[src/rtl/usr_pkg.sv]
// Shared constants for the universal shift register block
package usr_pkg;
   // Register word width and stage count
   localparam int unsigned STAGES = 8;
   localparam int unsigned DATA_W = 32;
   localparam int unsigned ADDR_W = 4;
   // Depth of the captured-word buffer
   localparam int unsigned BUF_DEPTH = 2;
   // Register byte offsets
   localparam logic [3:0] CTRL_OFS = 4'h0;
   localparam logic [3:0] STATUS_OFS = 4'h4;
   localparam logic [3:0] CAPTURE_OFS = 4'h8;
   // Control field positions
   localparam int unsigned CTRL_CAPT_EN_BIT = 0;
   localparam int unsigned CTRL_SOFT_CLR_BIT = 1;
   // Status field positions
   localparam int unsigned STAT_NOT_EMPTY_BIT = 8;
   localparam int unsigned STAT_FULL_BIT = 9;
   localparam int unsigned STAT_OVERRUN_BIT = 10;
   // Capture register valid flag position
   localparam int unsigned CAPT_VALID_BIT = 31;
   // Reset values
   localparam logic CTRL_CAPT_EN_RST = 1'b0;
   localparam logic [7:0] STAGE_RST = 8'h00;
   // AXI response codes
   localparam logic [1:0] RESP_OKAY = 2'h0;
   localparam logic [1:0] RESP_SLVERR = 2'h2;
   // Operating modes, coded as {mode_sel_hi, mode_sel_lo}
   localparam logic [1:0] MODE_HOLD = 2'h0;
   localparam logic [1:0] MODE_SHR = 2'h1;
   localparam logic [1:0] MODE_SHL = 2'h2;
   localparam logic [1:0] MODE_LOAD = 2'h3;
endpackage

[src/rtl/usr_stream_if.sv]
// Valid/ready word stream between the shift register core and its buffer
`timescale 1ns/1ps
interface usr_stream_if;
   logic valid; // Word offered
   logic ready; // Word accepted
   logic [7:0] data; // Word payload
   modport src (output valid, output data, input ready);
   modport snk (input valid, input data, output ready);
endinterface

[src/rtl/usr_top.sv]
// Eight-stage universal shift register with AXI4-Lite status and capture
`timescale 1ns/1ps
module usr_top (
   input wire logic mclk,
   input wire logic rst_n,
   // Device pins
   input wire logic clk_in,
   input wire logic clear_n,
   input wire logic mode_sel_hi,
   input wire logic mode_sel_lo,
   input wire logic out_en_a_n,
   input wire logic out_en_b_n,
   input wire logic ser_in_right,
   input wire logic ser_in_left,
   input wire logic [7:0] par_in,
   output logic [7:0] par_out,
   output logic [7:0] par_oe,
   output logic ser_out_first,
   output logic ser_out_last,
   output logic capt_ready,
   // AXI4-Lite slave
   input wire logic [3:0] s_axi_awaddr,
   input wire logic s_axi_awvalid,
   output logic s_axi_awready,
   input wire logic [31:0] s_axi_wdata,
   input wire logic [3:0] s_axi_wstrb,
   input wire logic s_axi_wvalid,
   output logic s_axi_wready,
   output logic [1:0] s_axi_bresp,
   output logic s_axi_bvalid,
   input wire logic s_axi_bready,
   input wire logic [3:0] s_axi_araddr,
   input wire logic s_axi_arvalid,
   output logic s_axi_arready,
   output logic [31:0] s_axi_rdata,
   output logic [1:0] s_axi_rresp,
   output logic s_axi_rvalid,
   input wire logic s_axi_rready
);

   ////////////////////////////////////////////////////////////////////////
   // Declarations

   // Stage bits and previous clk_in level for edge detection
   logic [7:0] stage_bits, next_stage_bits;
   logic clk_in_q, next_clk_in_q;
   // Software control: capture enable, overrun flag
   logic capt_en, next_capt_en;
   logic overrun, next_overrun;
   // Write channel holding state
   logic aw_held, next_aw_held;
   logic [3:0] aw_addr, next_aw_addr;
   logic w_held, next_w_held;
   logic [31:0] w_data, next_w_data;
   logic [3:0] w_strb, next_w_strb;
   logic bvalid, next_bvalid;
   logic [1:0] bresp, next_bresp;
   // Read channel state
   logic rvalid, next_rvalid;
   logic [31:0] rdata, next_rdata;
   logic [1:0] rresp, next_rresp;
   // Decoded events
   logic clk_rise;
   logic [1:0] mode;
   logic do_write;
   logic ar_take;
   logic float_io;
   logic load_edge;

   // Streams into and out of the capture buffer
   usr_stream_if capt_s ();
   usr_stream_if read_s ();

   // The buffer decouples load edges from software reads
   usr_buf usr_buf_inst (
      .mclk(mclk),
      .rst_n(rst_n),
      .fill(capt_s),
      .drain(read_s)
   );

   ////////////////////////////////////////////////////////////////////////
   // Pin-side decode

   // clk_in is sampled by mclk; a rising edge is a low-then-high pair
   // The shift clock must stay high and low for at least one mclk period
   // each, or the edge between them is missed
   assign clk_rise = clk_in & ~clk_in_q;
   assign mode = {mode_sel_hi, mode_sel_lo};
   assign load_edge = clk_rise && clear_n && (mode == usr_pkg::MODE_LOAD);

   // A write is performed once both halves are held and no answer stands
   assign do_write = aw_held && w_held && !bvalid;

   ////////////////////////////////////////////////////////////////////////
   // Stage register next state
   // Clear is checked first so it overrides mode and clock edge
   // Software has no clear of its own: apart from clear_n and rst_n only a clk_in
   // rise moves the stages, so a bus write never disturbs a shift that
   // the outside logic has under way
   always_comb begin
      next_clk_in_q = clk_in;
      next_stage_bits = stage_bits;
      if (!clear_n) begin
         next_stage_bits = usr_pkg::STAGE_RST;
      end else if (clk_rise) begin
         case (mode)
            usr_pkg::MODE_LOAD: begin
               next_stage_bits = par_in;
            end
            usr_pkg::MODE_SHR: begin
               next_stage_bits = {stage_bits[6:0], ser_in_right};
            end
            usr_pkg::MODE_SHL: begin
               next_stage_bits = {ser_in_left, stage_bits[7:1]};
            end
            usr_pkg::MODE_HOLD: begin
               next_stage_bits = stage_bits;
            end
            default: begin
               next_stage_bits = stage_bits;
            end
         endcase
      end
   end

   // Stage flip-flops; output enables play no part here
   // clk_in_q restarts low, the idle level of clk_in, so reset makes no edge
   always_ff @(posedge mclk) begin
      if (!rst_n) begin
         stage_bits <= usr_pkg::STAGE_RST;
         clk_in_q <= 1'b0;
      end else begin
         stage_bits <= next_stage_bits;
         clk_in_q <= next_clk_in_q;
      end
   end

   ////////////////////////////////////////////////////////////////////////
   // Pin outputs

   // Buffers float for either enable high or for load mode
   assign float_io = out_en_a_n | out_en_b_n
                     | (mode == usr_pkg::MODE_LOAD);

   // One driver per par_io line; clear shows zero at once, like the pins
   // par_oe is one enable copied to every line; the pad ring joins
   // par_out, par_oe and par_in into the two-way par_io pins
   generate
      for (genvar i = 0; i < usr_pkg::STAGES; i++) begin : g_io
         assign par_out[i] = stage_bits[i] & clear_n;
         assign par_oe[i] = ~float_io;
      end
   endgenerate

   // Serial ends ignore the output enables so chained stages keep working
   assign ser_out_first = stage_bits[0] & clear_n;
   assign ser_out_last = stage_bits[7] & clear_n;

   ////////////////////////////////////////////////////////////////////////
   // Capture path into the buffer

   // A word that meets a full buffer is lost; the overrun flag records it,
   // and capt_ready lets the outside logic hold off further loads
   // Each load edge offers the loaded word while capture is enabled
   assign capt_s.valid = load_edge && capt_en;
   assign capt_s.data = par_in;
   // Tells the outside logic a load would find room in the buffer
   assign capt_ready = capt_s.ready;

   ////////////////////////////////////////////////////////////////////////
   // Control and sticky overrun flag
   // Capture enable follows bit 0 of every control write that strobes byte 0
   always_comb begin
      next_capt_en = capt_en;
      next_overrun = overrun;
      if (do_write && (aw_addr == usr_pkg::CTRL_OFS) && w_strb[0]) begin
         next_capt_en = w_data[usr_pkg::CTRL_CAPT_EN_BIT];
      end
      // Write-one clears; a new overrun in the same cycle wins
      if (do_write && (aw_addr == usr_pkg::STATUS_OFS) && w_strb[1]
          && w_data[usr_pkg::STAT_OVERRUN_BIT]) begin
         next_overrun = 1'b0;
      end
      if (capt_s.valid && !capt_s.ready) begin
         next_overrun = 1'b1;
      end
   end

   // Control registers
   // Capture starts disabled so reset never fills the buffer
   always_ff @(posedge mclk) begin
      if (!rst_n) begin
         capt_en <= usr_pkg::CTRL_CAPT_EN_RST;
         overrun <= 1'b0;
      end else begin
         capt_en <= next_capt_en;
         overrun <= next_overrun;
      end
   end

   ////////////////////////////////////////////////////////////////////////
   // Register map, one aligned word each:
   //   offset 0 control: bit 0 capture enable, read back; other bits ignored
   //   offset 4 status: stages, buffer not empty, buffer full, overrun
   //   offset 8 capture: oldest buffered word and a valid flag; a read pops
   //   any other offset answers with a slave error and has no effect
   // AXI4-Lite write channels
   // Address and data are taken in either order and held until both are
   // present; the response then stands until bready
   assign s_axi_awready = !aw_held;
   assign s_axi_wready = !w_held;

   always_comb begin
      next_aw_held = aw_held;
      next_aw_addr = aw_addr;
      next_w_held = w_held;
      next_w_data = w_data;
      next_w_strb = w_strb;
      next_bvalid = bvalid;
      next_bresp = bresp;
      // Capture each half when offered
      if (s_axi_awvalid && !aw_held) begin
         next_aw_held = 1'b1;
         next_aw_addr = s_axi_awaddr;
      end
      if (s_axi_wvalid && !w_held) begin
         next_w_held = 1'b1;
         next_w_data = s_axi_wdata;
         next_w_strb = s_axi_wstrb;
      end
      // Perform the write and raise the response
      if (do_write) begin
         next_aw_held = 1'b0;
         next_w_held = 1'b0;
         next_bvalid = 1'b1;
         if (aw_addr == usr_pkg::CTRL_OFS || aw_addr == usr_pkg::STATUS_OFS) begin
            next_bresp = usr_pkg::RESP_OKAY;
         end else begin
            next_bresp = usr_pkg::RESP_SLVERR;
         end
      end
      if (bvalid && s_axi_bready) begin
         next_bvalid = 1'b0;
      end
   end

   // Write channel registers
   // Strobes are kept with the data so a partial write touches only its bytes
   always_ff @(posedge mclk) begin
      if (!rst_n) begin
         aw_held <= 1'b0;
         aw_addr <= 4'h0;
         w_held <= 1'b0;
         w_data <= 32'h0000_0000;
         w_strb <= 4'h0;
         bvalid <= 1'b0;
         bresp <= usr_pkg::RESP_OKAY;
      end else begin
         aw_held <= next_aw_held;
         aw_addr <= next_aw_addr;
         w_held <= next_w_held;
         w_data <= next_w_data;
         w_strb <= next_w_strb;
         bvalid <= next_bvalid;
         bresp <= next_bresp;
      end
   end

   assign s_axi_bvalid = bvalid;
   assign s_axi_bresp = bresp;

   ////////////////////////////////////////////////////////////////////////
   // AXI4-Lite read channels
   // One read at a time; a read of the capture register pops the buffer,
   // so an empty buffer answers with the valid flag low
   assign s_axi_arready = !rvalid;
   assign ar_take = s_axi_arvalid && !rvalid;
   assign read_s.ready = ar_take && (s_axi_araddr == usr_pkg::CAPTURE_OFS);

   always_comb begin
      next_rvalid = rvalid;
      next_rdata = rdata;
      next_rresp = rresp;
      if (ar_take) begin
         next_rvalid = 1'b1;
         next_rresp = usr_pkg::RESP_OKAY;
         next_rdata = 32'h0000_0000;
         case (s_axi_araddr)
            usr_pkg::CTRL_OFS: begin
               next_rdata[usr_pkg::CTRL_CAPT_EN_BIT] = capt_en;
            end
            usr_pkg::STATUS_OFS: begin
               next_rdata[7:0] = stage_bits;
               next_rdata[usr_pkg::STAT_NOT_EMPTY_BIT] = read_s.valid;
               next_rdata[usr_pkg::STAT_FULL_BIT] = !capt_s.ready;
               next_rdata[usr_pkg::STAT_OVERRUN_BIT] = overrun;
            end
            usr_pkg::CAPTURE_OFS: begin
               next_rdata[7:0] = read_s.valid ? read_s.data : 8'h00;
               next_rdata[usr_pkg::CAPT_VALID_BIT] = read_s.valid;
            end
            default: begin
               next_rresp = usr_pkg::RESP_SLVERR;
            end
         endcase
      end else if (rvalid && s_axi_rready) begin
         next_rvalid = 1'b0;
      end
   end

   // Read channel registers
   // The answer is registered, so rdata stands unchanged until rready
   always_ff @(posedge mclk) begin
      if (!rst_n) begin
         rvalid <= 1'b0;
         rdata <= 32'h0000_0000;
         rresp <= usr_pkg::RESP_OKAY;
      end else begin
         rvalid <= next_rvalid;
         rdata <= next_rdata;
         rresp <= next_rresp;
      end
   end

   assign s_axi_rvalid = rvalid;
   assign s_axi_rdata = rdata;
   assign s_axi_rresp = rresp;

endmodule

[src/rtl/usr_buf.sv]
// Two-entry word buffer with valid/ready on both sides
`timescale 1ns/1ps
module usr_buf (
   input wire logic mclk,
   input wire logic rst_n,
   usr_stream_if.snk fill,
   usr_stream_if.src drain
);
   // Storage entries, pointers and fill level
   logic [7:0] mem [usr_pkg::BUF_DEPTH];
   logic [7:0] next_mem [usr_pkg::BUF_DEPTH];
   logic wr_ptr, next_wr_ptr;
   logic rd_ptr, next_rd_ptr;
   logic [1:0] level, next_level;
   logic push, pop;

   // Honest full and empty drive both handshakes
   assign fill.ready = (level != 2'(usr_pkg::BUF_DEPTH));
   assign drain.valid = (level != 2'h0);
   assign drain.data = mem[rd_ptr];
   assign push = fill.valid & fill.ready;
   assign pop = drain.valid & drain.ready;

   ////////////////////////////////////////////////////////////////////////
   // Next-state computation
   always_comb begin
      next_mem = mem;
      next_wr_ptr = wr_ptr;
      next_rd_ptr = rd_ptr;
      next_level = level;
      if (push) begin
         next_mem[wr_ptr] = fill.data;
         next_wr_ptr = ~wr_ptr;
      end
      if (pop) begin
         next_rd_ptr = ~rd_ptr;
      end
      // Simultaneous push and pop leaves the level unchanged
      if (push && !pop) begin
         next_level = level + 2'h1;
      end else if (pop && !push) begin
         next_level = level - 2'h1;
      end
   end

   // State registers
   always_ff @(posedge mclk) begin
      if (!rst_n) begin
         for (int i = 0; i < usr_pkg::BUF_DEPTH; i++) begin
            mem[i] <= 8'h00;
         end
         wr_ptr <= 1'b0;
         rd_ptr <= 1'b0;
         level <= 2'h0;
      end else begin
         mem <= next_mem;
         wr_ptr <= next_wr_ptr;
         rd_ptr <= next_rd_ptr;
         level <= next_level;
      end
   end
endmodule

[config.mk]
export PLATFORM = sky130hd
export DESIGN_NAME = usr_top
export DESIGN_NICKNAME = d
export VERILOG_FILES = /design/src/rtl/usr_pkg.sv /design/src/rtl/usr_stream_if.sv /design/src/rtl/usr_top.sv /design/src/rtl/usr_buf.sv
export SDC_FILE = /design/constraint.sdc
export NUM_CORES = 1
export LEC_CHECK = 0
export BUFFER_PORTS_ARGS = -buffer_cell sky130_fd_sc_hd__buf_2
export CORE_MARGIN = 2
export CORE_UTILIZATION = 52
export CTS_CLUSTER_SIZE = 20
export DETAILED_ROUTE_END_ITERATION = 8
export HOLD_SLACK_MARGIN = 0.03
export PLACE_DENSITY = 0.94
export SKIP_LAST_GASP = 1
export SLEW_MARGIN = 40
export SYNTH_ARGS = -nofsm -noshare
export SYNTH_HDL_FRONTEND = slang
export SYNTH_SLANG_ARGS = --single-unit
[constraint.sdc]
create_clock -name mclk -period 4.2 [get_ports mclk]
set_clock_uncertainty 0.05 [all_clocks]
set_input_delay 0.21 -clock mclk [delete_from_list [all_inputs] [get_ports mclk]]
set_output_delay 0.21 -clock mclk [all_outputs]
set_load 0.01 [all_outputs]
==> out/results.tsv, run 1 <==
stage	metric	value	unit
status	status	complete, no violations	
worst_setup_path	Setup crit start kind	flip-flop	
sta	Slew Limit Fails	0	
worst_setup_path	slowest stage delay, CP	530	ps
synth	top-area cell type share of the netlist area	37.8	%
synth	mapped cell area	3020	um^2
worst_setup_path	WP depth	6	
synth	Synth area leaders	dfxtp_1 38%, buf_4 7.7%, a21oi_1 5.6%	
detailed_routing	drt wl/cell	16.1	um
worst_setup_path	endpoint type of the worst setup path	flip-flop	
die	Core Region	5570	um^2
detailed_routing	drt total wl	7.64	mm
place	placed cells	457	
detailed_routing	DRT Pass-1 Iters	6	
global_routing	initial antenna violation count	0	
sta	period utilization	57.0	%
place	Area after DPL	3220	um^2
worst_setup_path	R2R Path Start	clk_in_q	
final_layout	Seq. cell area	1140	um^2
synth	cell count after synthesis	350	
place	Buffers on Ports	72	
final_layout	Finished Layout Cells	473	
detailed_routing	DRC	0	
power	Clk pwr share	45.9	%
worst_setup_path	crit-path cells	nand2b_1 -> or3_1 -> nor2_1 -> ha_1 -> or3_1 -> a21oi_1	
worst_setup_path	Bufs and invs on worst path	0	
synth	Synth area leader	dfxtp_1	
die	initial core utilization	54.2	%
clocking	clock sinks	57	
global_routing	vias in the first global route	2505	
sta	fin crit period	2390	ps
detailed_routing	DR vias	2804	
clocking	clock latency on the worst-skew pair	340	ps
clocking	postcts setup bufs	0	
worst_setup_path	CP Capture Point	usr_buf_inst.level[1]	
final_layout	area grow syn2layout	14.1	%
worst_setup_path	Crit Path Class	flip-flop to flip-flop	
synth	Seq/Total Area, Yosys	37.8	%
sta	RSZ-0062 raised after global routing	no	
detailed_routing	ANT nets after route	0	
power	Leak	1.43	nW
synth	#FFs+latches synth	57	
place	routability cong.	0.925	
final_layout	post-layout net count	468	
min_path	Hold Crit Start	s_axi_wdata[10]	
sta	Slew HR	47.2	%
clocking	CTS max path bufs	2	
worst_setup_path	R2R Path End	usr_buf_inst.level[1]	
worst_setup_path	Max stage delay cell, worst path	or3_1	
power	Internal	960	uW
sta	Final TNS setup	0	ps
place	DPL Wire Length	5.21	mm
worst_setup_path	Reg2Reg Depth	6	
worst_setup_path	Crit Path Max Fanout	18	
place	Setup WS pre-CTS	1770	ps
synth	yosys warns	0	
clocking	Worst-path clk slew	70	ps
power	Net Switching	315	uW
worst_setup_path	Worst Path Required	4410	ps
clocking	PostCTS Resize Cnt	0	
worst_setup_path	CP Launch Point	clk_in_q	
flow_run	# Max-Cap Violations	0	
global_routing	first-pass GRT wire length	12.1	mm
clocking	cts hold-fix bufs	0	
clocking	CTS tree	done	
power	switching share of power	24.7	%
sta	endpoints failing setup	0	
sta	final worst slack	1810	ps
sta	Hold Slack	55.0	ps
die	die height	80.2	um
final_layout	fraction of layout cells with a size suffix above 1	25.7	%
die	die area	6430	um^2
sta	fmax	418	MHz
die	cell row count	27	
sta	final hold vios	0	
worst_setup_path	critical path's top delay family	simple AND/OR/NAND/NOR gates	
global_routing	grt ovf	0	
power	Gate power share	9.9	%
power	peak supply drop	0.208	mV
global_routing	largest net degree at the start of global routing	43	
worst_setup_path	CP most frequent cell	or3_1	
final_layout	Layout fillers	455	
min_path	min-delay worst type	input pin to flip-flop	
sta	Worst-Margin Slew	792	ps
detailed_routing	vias per cell	5.93	
die	IO Pins	127	
final_layout	multi-input logic area	1590	um^2
power	Power per Cell Area	370	nW/um^2
synth	synth unique cells	40	
detailed_routing	initial drt markers	381	
global_routing	Overall Global Routing Usage	24.4	%
clocking	htree depth	3	
clocking	CTS Buf Count	9	
worst_setup_path	CP arrival	2600	ps
final_layout	Final Cell Area	3450	um^2
worst_setup_path	flop2flop setup slack	1810	ps
clocking	CTS Root Buffer Type	clkbuf_8	
final_layout	diode count	0	
die	Die W	80.2	um
synth	mean post-synth cell area	8.63	um^2
power	Reg power frac	44.2	%
-- cell families (layout without fill, tap and decap cells) --
kind of cell | count (synthesis) | after routing | share of synthesized area [%]
muxes | 19 | 19 | 6.63
DFF | 57 | 57 | 37.8
adders and majority gates | 5 | 5 | 2.07
buffers and inverters | 67 | 97 | 12.4
other | 1 | 22 | 0.124
and+or+nand+nor | 108 | 108 | 20.3
xor gates and xnor gates | 3 | 3 | 0.870
AOI/OAI and AO/OA | 90 | 90 | 19.9
-- per-layer routing --
layer	share of wire [%]	GRT usage (%)
met1	40	30.2
met3	6.9	4.94
met5	0	0
met2	50	40.0
met4	2.9	12.5
-- worst reg2reg max path, cell delays in order (launching register included) --
cell and delay, ps:
dfxtp_1 320, nand2b_1 460, or3_1 530, nor2_1 150, ha_1 270, or3_1 380
a21oi_1 150
-- cell usage after synthesis, drive strengths merged --
cell type / number
nor2: 23
nor2b: 5
nand3: 14
and2: 9
nor4b: 4
or2: 1
nor3: 1
nand2: 19
nand4: 17
nand2b: 5
xor2: 3
nand3b: 1
or3: 3
a311oi: 1
or4: 1
a221oi: 7
clkinv: 2
buf: 36
o21ai: 5
ha: 5
mux2i: 11
and3b: 1
inv: 6
a21oi: 34
a22oi: 16
and4b: 1
clkbuf: 23
nand4b: 1
o31ai: 17
dfxtp: 57
and4: 1
mux2: 8
and3: 1
conb: 1
a22o: 8
o311ai: 1
o41ai: 1
-- per-stage QoR --
step / power (mW) / utilization (%)
after global routing: 1.32 / 61.8
after detailed placement: 0.697 / 57.7
after global placement: 0.692 / 57.6
after CTS: 1.28 / 61.8
final: 1.27 / 61.8
after floorplan: 0.671 / -
-- power groups by stage --
| stage | Sequential (mW) | Combinational, mW | Clock (mW) |
|---|---|---|---|
| after detailed placement | 0.575 | 0.122 | 0 |
| after global routing | 0.565 | 0.138 | 0.617 |
| final | 0.563 | 0.126 | 0.586 |
| after CTS | 0.563 | 0.123 | 0.591 |
| after floorplan | 0.572 | 0.0983 | 0 |
| after global placement | 0.574 | 0.118 | 0 |
-- state kept, by name, indices dropped and copies added (netlist names) --
signal               flops
aw_addr                  4
aw_held                  1
capt_en                  1
clk_in_q                 1
overrun                  1
s_axi_bresp              1
s_axi_bvalid             1
s_axi_rdata             12
s_axi_rresp              1
s_axi_rvalid             1
stage_bits               8
usr_buf_inst.level       2
usr_buf_inst.mem        16
usr_buf_inst.rd_ptr      1
usr_buf_inst.wr_ptr      1
w_data                   2
w_held                   1
w_strb                   2
-- worst min-delay path by stage --
stage	endpoint	slack, ps	cells after the start
floorplan	clk_in_q	300	1
global route	w_data[10]	70	3
detailed placement	s_axi_rdata[8]	400	2
finish	w_data[10]	50	3
global placement	s_axi_rdata[8]	390	2
CTS	w_data[10]	50	3
-- final cells by class --
type,count,area share (%)
clock buffer,11,4.39
sequential,57,33.1
clock inverter,5,2.25
tap,72,2.61
multi-input combinational,247,46.0
inverter,8,0.908
timing repair buffer,73,10.7
-- cells in the final DEF (no fill, tap or decap), drive strengths merged, types with 6 or more instances in the layout --
| cell | n |
|---|---|
| dfxtp | 57 |
| a21oi | 34 |
| o31ai | 17 |
| a22o | 8 |
| buf | 73 |
| nand2 | 19 |
| and2 | 9 |
| inv | 6 |
| mux2i | 11 |
| clkbuf | 11 |
| nand3 | 14 |
| nand4 | 17 |
| a221oi | 7 |
| a22oi | 16 |
| mux2 | 8 |
| conb | 22 |
| nor2 | 23 |
Note: power is estimated with default switching activity, not from simulation.
==> inputs of run 2 (changes only) <==
--- a/config.mk
+++ b/config.mk
@@ -5,13 +5,14 @@
 export SDC_FILE = /design/constraint.sdc
 export NUM_CORES = 1
 export LEC_CHECK = 0
+export ABC_AREA = 1
 export BUFFER_PORTS_ARGS = -buffer_cell sky130_fd_sc_hd__buf_2
 export CORE_MARGIN = 2
-export CORE_UTILIZATION = 52
+export CORE_UTILIZATION = 48
 export CTS_CLUSTER_SIZE = 20
 export DETAILED_ROUTE_END_ITERATION = 8
 export HOLD_SLACK_MARGIN = 0.03
-export PLACE_DENSITY = 0.94
+export PLACE_DENSITY = 0.89
 export SKIP_LAST_GASP = 1
 export SLEW_MARGIN = 40
 export SYNTH_ARGS = -nofsm -noshare
==> constraint.sdc (replaced) <==
create_clock -name mclk -period 2.4 [get_ports mclk]
set_clock_uncertainty 0.05 [all_clocks]
set_input_delay 0.12 -clock mclk [delete_from_list [all_inputs] [get_ports mclk]]
set_output_delay 0.12 -clock mclk [all_outputs]
set_load 0.01 [all_outputs]
==> run 2 against run 1 <==
Net effect:
- synthesized area fell by 3.6%
- cell count rose by 19%
- count of clock-buffer cells in the layout rose by 1
- critical endpoint unchanged
- largest power group is now sequential cells
==> out/results.tsv, run 2 <==
stage	metric	value	unit
worst_setup_path	CP arrival	2030	ps
detailed_routing	drt total wl	7.08	mm
sta	Final TNS setup	0	ps
place	placed cells	527	
detailed_routing	drt wl/cell	12.6	um
synth	Synth Flop Type	dfxtp_1	
flow_run	# Max-Cap Violations	0	
synth	Async S/R FF share, synth	0	%
synth	top-area cell type share of the netlist area	39.2	%
final_layout	Largest register FFs	16	
clocking	clock latency on the worst-skew pair	340	ps
worst_setup_path	Crit Path Class	flip-flop to flip-flop	
detailed_routing	vias per cell	5.08	
global_routing	vias in the first global route	2568	
die	die area	6700	um^2
clocking	CTS Buf Count	9	
detailed_routing	initial drt markers	227	
place	Area after DPL	3140	um^2
final_layout	most frequent cells in the layout	82 x nand2_1, 72 x buf_2, 57 x dfxtp_1, 47 x a21oi_1, 43 x o21ai_0	
synth	cell count after synthesis	404	
sta	period utilization	76.9	%
worst_setup_path	R2R Path Start	s_axi_rvalid	
min_path	min-delay worst type	input pin to flip-flop	
die	cell row count	28	
synth	Synth area leaders	dfxtp_1 39%, nand2_1 11%, buf_4 8.3%	
detailed_routing	DRC	0	
worst_setup_path	Setup crit start kind	flip-flop	
detailed_routing	DR vias	2859	
die	Die W	81.9	um
clocking	htree depth	3	
place	Buffers on Ports	72	
final_layout	area grow syn2layout	21.4	%
sta	fmax	542	MHz
synth	EDFF count, synth	0	
final_layout	Layout fillers	532	
min_path	hold endpoint	s_axi_rvalid	
synth	#FFs+latches synth	57	
sta	final worst slack	554	ps
die	die height	81.9	um
power	peak supply drop	0.445	mV
final_layout	Finished Layout Cells	563	
final_layout	Seq. cell area	1140	um^2
synth	most frequent cells after synthesis	82 x nand2_1, 57 x dfxtp_1, 47 x a21oi_1, 43 x o21ai_0, 37 x inv_1	
final_layout	post-layout net count	556	
clocking	CTS Root Buffer Type	clkbuf_8	
worst_setup_path	crit-path cells	inv_2 -> nand2_2 -> inv_2 -> nand3_4 -> ha_1 -> a21oi_1 -> o21ai_0 -> o21ai_0 -> a21oi_1	
final_layout	Final Cell Area	3530	um^2
global_routing	first-pass GRT wire length	11.5	mm
die	initial core utilization	49.5	%
place	DPL Wire Length	4.82	mm
worst_setup_path	Bufs and invs on worst path	2	
power	Leak	1.66	nW
synth	mapped cell area	2910	um^2
min_path	Hold Crit Start	s_axi_rready	
detailed_routing	ANT nets after route	0	
worst_setup_path	R2R Path End	usr_buf_inst.level[1]	
synth	Synth area leader	dfxtp_1	
final_layout	Top reg by flops	usr_buf_inst.mem	
sta	Slew Limit Fails	0	
detailed_routing	DRT Pass-1 Iters	5	
place	Setup WS pre-CTS	558	ps
worst_setup_path	endpoint type of the worst setup path	flip-flop	
worst_setup_path	Worst Path Required	2580	ps
sta	Slew HR	47.1	%
synth	synth unique cells	31	
sta	RSZ-0062 raised after global routing	no	
synth	mean post-synth cell area	7.21	um^2
place	routability cong.	0.857	
global_routing	initial antenna violation count	0	
final_layout	multi-input logic area	1380	um^2
global_routing	Overall Global Routing Usage	22.7	%
sta	Hold Slack	41.7	ps
worst_setup_path	Crit Path Max Fanout	18	
synth	yosys warns	0	
global_routing	largest net degree at the start of global routing	24	
clocking	cts hold-fix bufs	21	
sta	Worst-Margin Slew	793	ps
power	final total power	2.08	mW
worst_setup_path	slowest stage delay, CP	340	ps
worst_setup_path	Max stage delay cell, worst path	ha_1	
die	IO Pins	127	
worst_setup_path	flop2flop setup slack	550	ps
worst_setup_path	critical path's top delay family	compound AO/OA/AOI/OAI gates	
synth	most common cell in the netlist	nand2_1	
sta	final hold vios	0	
final_layout	commonest non-fill, non-tap cell in the layout	nand2_1	
final_layout	diode count	0	
global_routing	grt ovf	0	
clocking	CTS tree	done	
worst_setup_path	Reg2Reg Depth	9	
clocking	CTS max path bufs	2	
clocking	PostCTS Resize Cnt	0	
sta	fin crit period	1850	ps
power	Power per Cell Area	587	nW/um^2
synth	Seq/Total Area, Yosys	39.2	%
clocking	Worst-path clk slew	60	ps
clocking	clock sinks	57	
final_layout	fraction of layout cells with a size suffix above 1	22.7	%
clocking	postcts setup bufs	0	
sta	endpoints failing setup	0	
status	status	complete, no violations	
die	Core Region	5890	um^2
min_path	hold depth	3	
final_layout	Final Util	60.1	%
-- run 2: cell types whose count changed after synthesis, sizes merged, moves of 9 or more --
cell / change
nand4: -16
inv: +36
a21oi: +15
a22oi: -16
nand3: +22
nand2: +69
mux2i: -11
o31ai: -17
o21ai: +41
clkbuf: -17
and2: -9
-- run 2: worst max path at each step --
stage / slack [ps] / to / start / cells after the start
2_1_floorplan: 770 / usr_buf_inst.level[1] / s_axi_rvalid / 9
3_3_place_gp: 610 / usr_buf_inst.level[1] / s_axi_rvalid / 9
3_5_place_dp: 560 / usr_buf_inst.level[1] / s_axi_rvalid / 9
4_1_cts: 540 / usr_buf_inst.level[1] / s_axi_rvalid / 9
5_1_grt: 420 / usr_buf_inst.level[1] / s_axi_rvalid / 9
6_report: 550 / usr_buf_inst.level[1] / s_axi_rvalid / 9
-- run 2: cell families after synthesis --
group                      after synthesis  share of synthesized area, %
buffers and inverters                   88                          16.1
xor gates and xnor gates                 2                         0.602
AOI/OAI and AO/OA                       97                          17.2
and+or+nand+nor                        154                          24.7
other                                    1                         0.129
adders and majority gates                5                          2.15
DFF                                     57                          39.2
-- run 2: report_power, final --
group          switching (mW)  internal [mW]  leakage, nW  total [mW]
combinational           0.160         0.0994         1.09       0.259
sequential             0.0181          0.975        0.464       0.993
clock                   0.376          0.447       0.0980       0.823
total                   0.553           1.52         1.66        2.08
-- run 2: cell type report --
type | count | share of cell area (%)
clock buffers | 12 | 4.67
clock inverters | 3 | 0.425
inverters | 42 | 4.53
repair buffers | 94 | 16.4
multi-input cells | 280 | 39.1
well taps | 75 | 2.65
flip-flops and latches | 57 | 32.3
-- run 2: per-layer routing --
layer | part of all wire [%] | up-vias | global-route usage (%)
met5 | 0 | - | 0
met4 | 3.0 | 0 | 9.33
met3 | 8.2 | 23 | 9.45
met2 | 50 | 127 | 39.8
met1 | 39 | 1294 | 24.0
li1 | - | 1415 | -
-- run 2: worst reg2reg max path: stages (launching register included) --
cell and delay (ps):
dfxtp_1 320, inv_2 60, nand2_2 130, inv_2 280
nand3_4 120, ha_1 340, a21oi_1 110, o21ai_0 120
o21ai_0 170, a21oi_1 50
==> inputs of run 3 (changes only) <==
==> constraint.sdc (replaced) <==
create_clock -name mclk -period 1.7 [get_ports mclk]
set_clock_uncertainty 0.05 [all_clocks]
set_input_delay 0.085 -clock mclk [delete_from_list [all_inputs] [get_ports mclk]]
set_output_delay 0.085 -clock mclk [all_outputs]
set_load 0.01 [all_outputs]
==> run 3 against run 2 <==
Net effect:
- critical path depth decreased by 1
- first-iteration DRC count increased by 14%
- cell area increased by 4.4%
- sequential share of layout area decreased by 1.3 points
- global-route usage increased by 0.45 points
- register-to-register slack got worse by 410 ps
- combinational power increased by 50%
- utilization increased by 2.6 points
- via count increased by 2.6%
- largest cell class unchanged
==> out/results.tsv, run 3 (synthesis results as in run 2) <==
stage	metric	value	unit
status	status	complete, no violations	
final_layout	Layout fillers	509	
global_routing	first-pass GRT wire length	11.8	mm
final_layout	fraction of layout cells with a size suffix above 1	24.8	%
power	Clk pwr share	41.5	%
sta	Hold Slack	67.1	ps
global_routing	initial antenna violation count	0	
clocking	CTS max path bufs	2	
die	Die W	81.9	um
final_layout	commonest non-fill, non-tap cell in the layout	nand2_1	
detailed_routing	drt wl/cell	12.4	um
worst_setup_path	endpoint type of the worst setup path	flip-flop	
sta	period utilization	93.0	%
power	Reg power frac	45.9	%
final_layout	post-layout net count	572	
sta	Slew HR	63.9	%
clocking	htree depth	3	
die	cell row count	28	
place	Setup WS pre-CTS	104	ps
detailed_routing	DRC	0	
die	IO Pins	127	
detailed_routing	vias per cell	5.06	
power	Power per Cell Area	829	nW/um^2
final_layout	most frequent cells in the layout	81 x nand2_1, 72 x buf_2, 57 x dfxtp_1, 47 x a21oi_1, 42 x o21ai_0	
sta	final hold vios	0	
clocking	CTS Root Buffer Type	clkbuf_8	
power	Leak	1.73	nW
worst_setup_path	Crit Path Max Fanout	5	
power	Net Switching	811	uW
clocking	clock sinks	57	
global_routing	Overall Global Routing Usage	23.2	%
global_routing	largest net degree at the start of global routing	22	
worst_setup_path	slowest stage delay, CP	560	ps
sta	endpoints failing setup	0	
clocking	clock latency on the worst-skew pair	340	ps
clocking	Worst-path clk slew	70	ps
die	initial core utilization	49.5	%
power	Gate power share	12.7	%
detailed_routing	ANT nets after route	0	
worst_setup_path	crit-path cells	dlygate4sd3_1 -> buf_2 -> inv_1 -> nor2_2 -> inv_1 -> o21ai_1 -> dlygate4sd3_1 -> a21oi_1	
global_routing	vias in the first global route	2768	
final_layout	Largest register FFs	16	
final_layout	Top reg by flops	usr_buf_inst.mem	
die	die height	81.9	um
worst_setup_path	Setup crit start kind	input pin	
power	switching share of power	26.5	%
flow_run	# Max-Cap Violations	0	
place	routability cong.	0.908	
detailed_routing	drt total wl	7.18	mm
worst_setup_path	Worst Path Required	1880	ps
sta	Slew Limit Fails	0	
global_routing	grt ovf	0	
power	Internal	2.25	mW
sta	Final TNS setup	0	ps
final_layout	diode count	0	
place	Buffers on Ports	72	
sta	final worst slack	119	ps
die	die area	6700	um^2
die	Core Region	5890	um^2
sta	RSZ-0062 raised after global routing	no	
detailed_routing	DRT Pass-1 Iters	5	
detailed_routing	DR vias	2932	
clocking	CTS tree	done	
sta	Worst-Margin Slew	538	ps
clocking	CTS Buf Count	9	
power	peak supply drop	0.751	mV
place	DPL Wire Length	4.98	mm
worst_setup_path	CP arrival	1760	ps
sta	fin crit period	1580	ps
worst_setup_path	Max stage delay cell, worst path	dlygate4sd3_1	
final_layout	area grow syn2layout	26.7	%
worst_setup_path	Crit Path Class	input pin to flip-flop	
min_path	min-delay worst type	input pin to flip-flop	
sta	fmax	633	MHz
detailed_routing	initial drt markers	258	
## run 3: worst max-delay path, delay by kind of cell
kind | cells | cell delay (ps)
AO/OA/AOI/OAI | 2 | 170
AND/OR/NAND/NOR | 1 | 130
buffers and inverters | 5 | 1370
## run 3: worst paths after layout
check / startpoint / to / slack (ps) / cells past startpoint
setup / recovery: s_axi_wvalid / w_data[0] / 120 / 8
hold reg to reg: usr_buf_inst.mem[9] / usr_buf_inst.mem[9] / 400 / 2
hold / removal: s_axi_araddr[3] / s_axi_rresp[1] / 70 / 3
setup reg to reg: usr_buf_inst.level[0] / usr_buf_inst.level[1] / 140 / 9
## run 3: what timing repair did
item	4_1_cts	5_1_grt
resized for setup	0	4
hold endpoints to repair	27	0
setup endpoints to repair	0	2
setup buffers	0	0
hold buffers	26	0
## run 3: cell type report
cell class                      count  area (um^2)  area share [%]
Sequential cell                    57         1140            30.9
Multi-Input combinational cell    280         1390            37.6
Clock buffer                       11          141            3.83
Timing Repair Buffer              110          711            19.3
Clock inverter                      5         55.1            1.49
Inverter                           42          160            4.34
Tap cell                           75         93.8            2.54
## run 3: metrics by stage
stage	util [%]	power, mW	cells	area (um^2)
floorplan	-	1.68	425	2990
global placement	54.8	1.75	538	3230
detailed placement	54.8	1.76	538	3230
CTS	62.6	3.06	580	3680
global route	62.7	3.19	580	3690
finish	62.7	3.06	580	3690
## run 3: per-layer routing
metal	global-route usage, %	share of wire, %	wire length, um	vias up
li1	-	-	-	1445
met1	24.7	38	2760	1316
met2	41.1	50	3600	140
met3	5.60	7.6	545	31
met4	14.2	3.9	279	0
met5	0	0	0	-
## run 3: power by group through the flow
stage	Combinational, mW	Sequential (mW)	Clock (mW)
finish	0.388	1.40	1.27
global placement	0.323	1.43	0
global route	0.437	1.41	1.34
detailed placement	0.333	1.43	0
floorplan	0.253	1.43	0
CTS	0.382	1.40	1.28
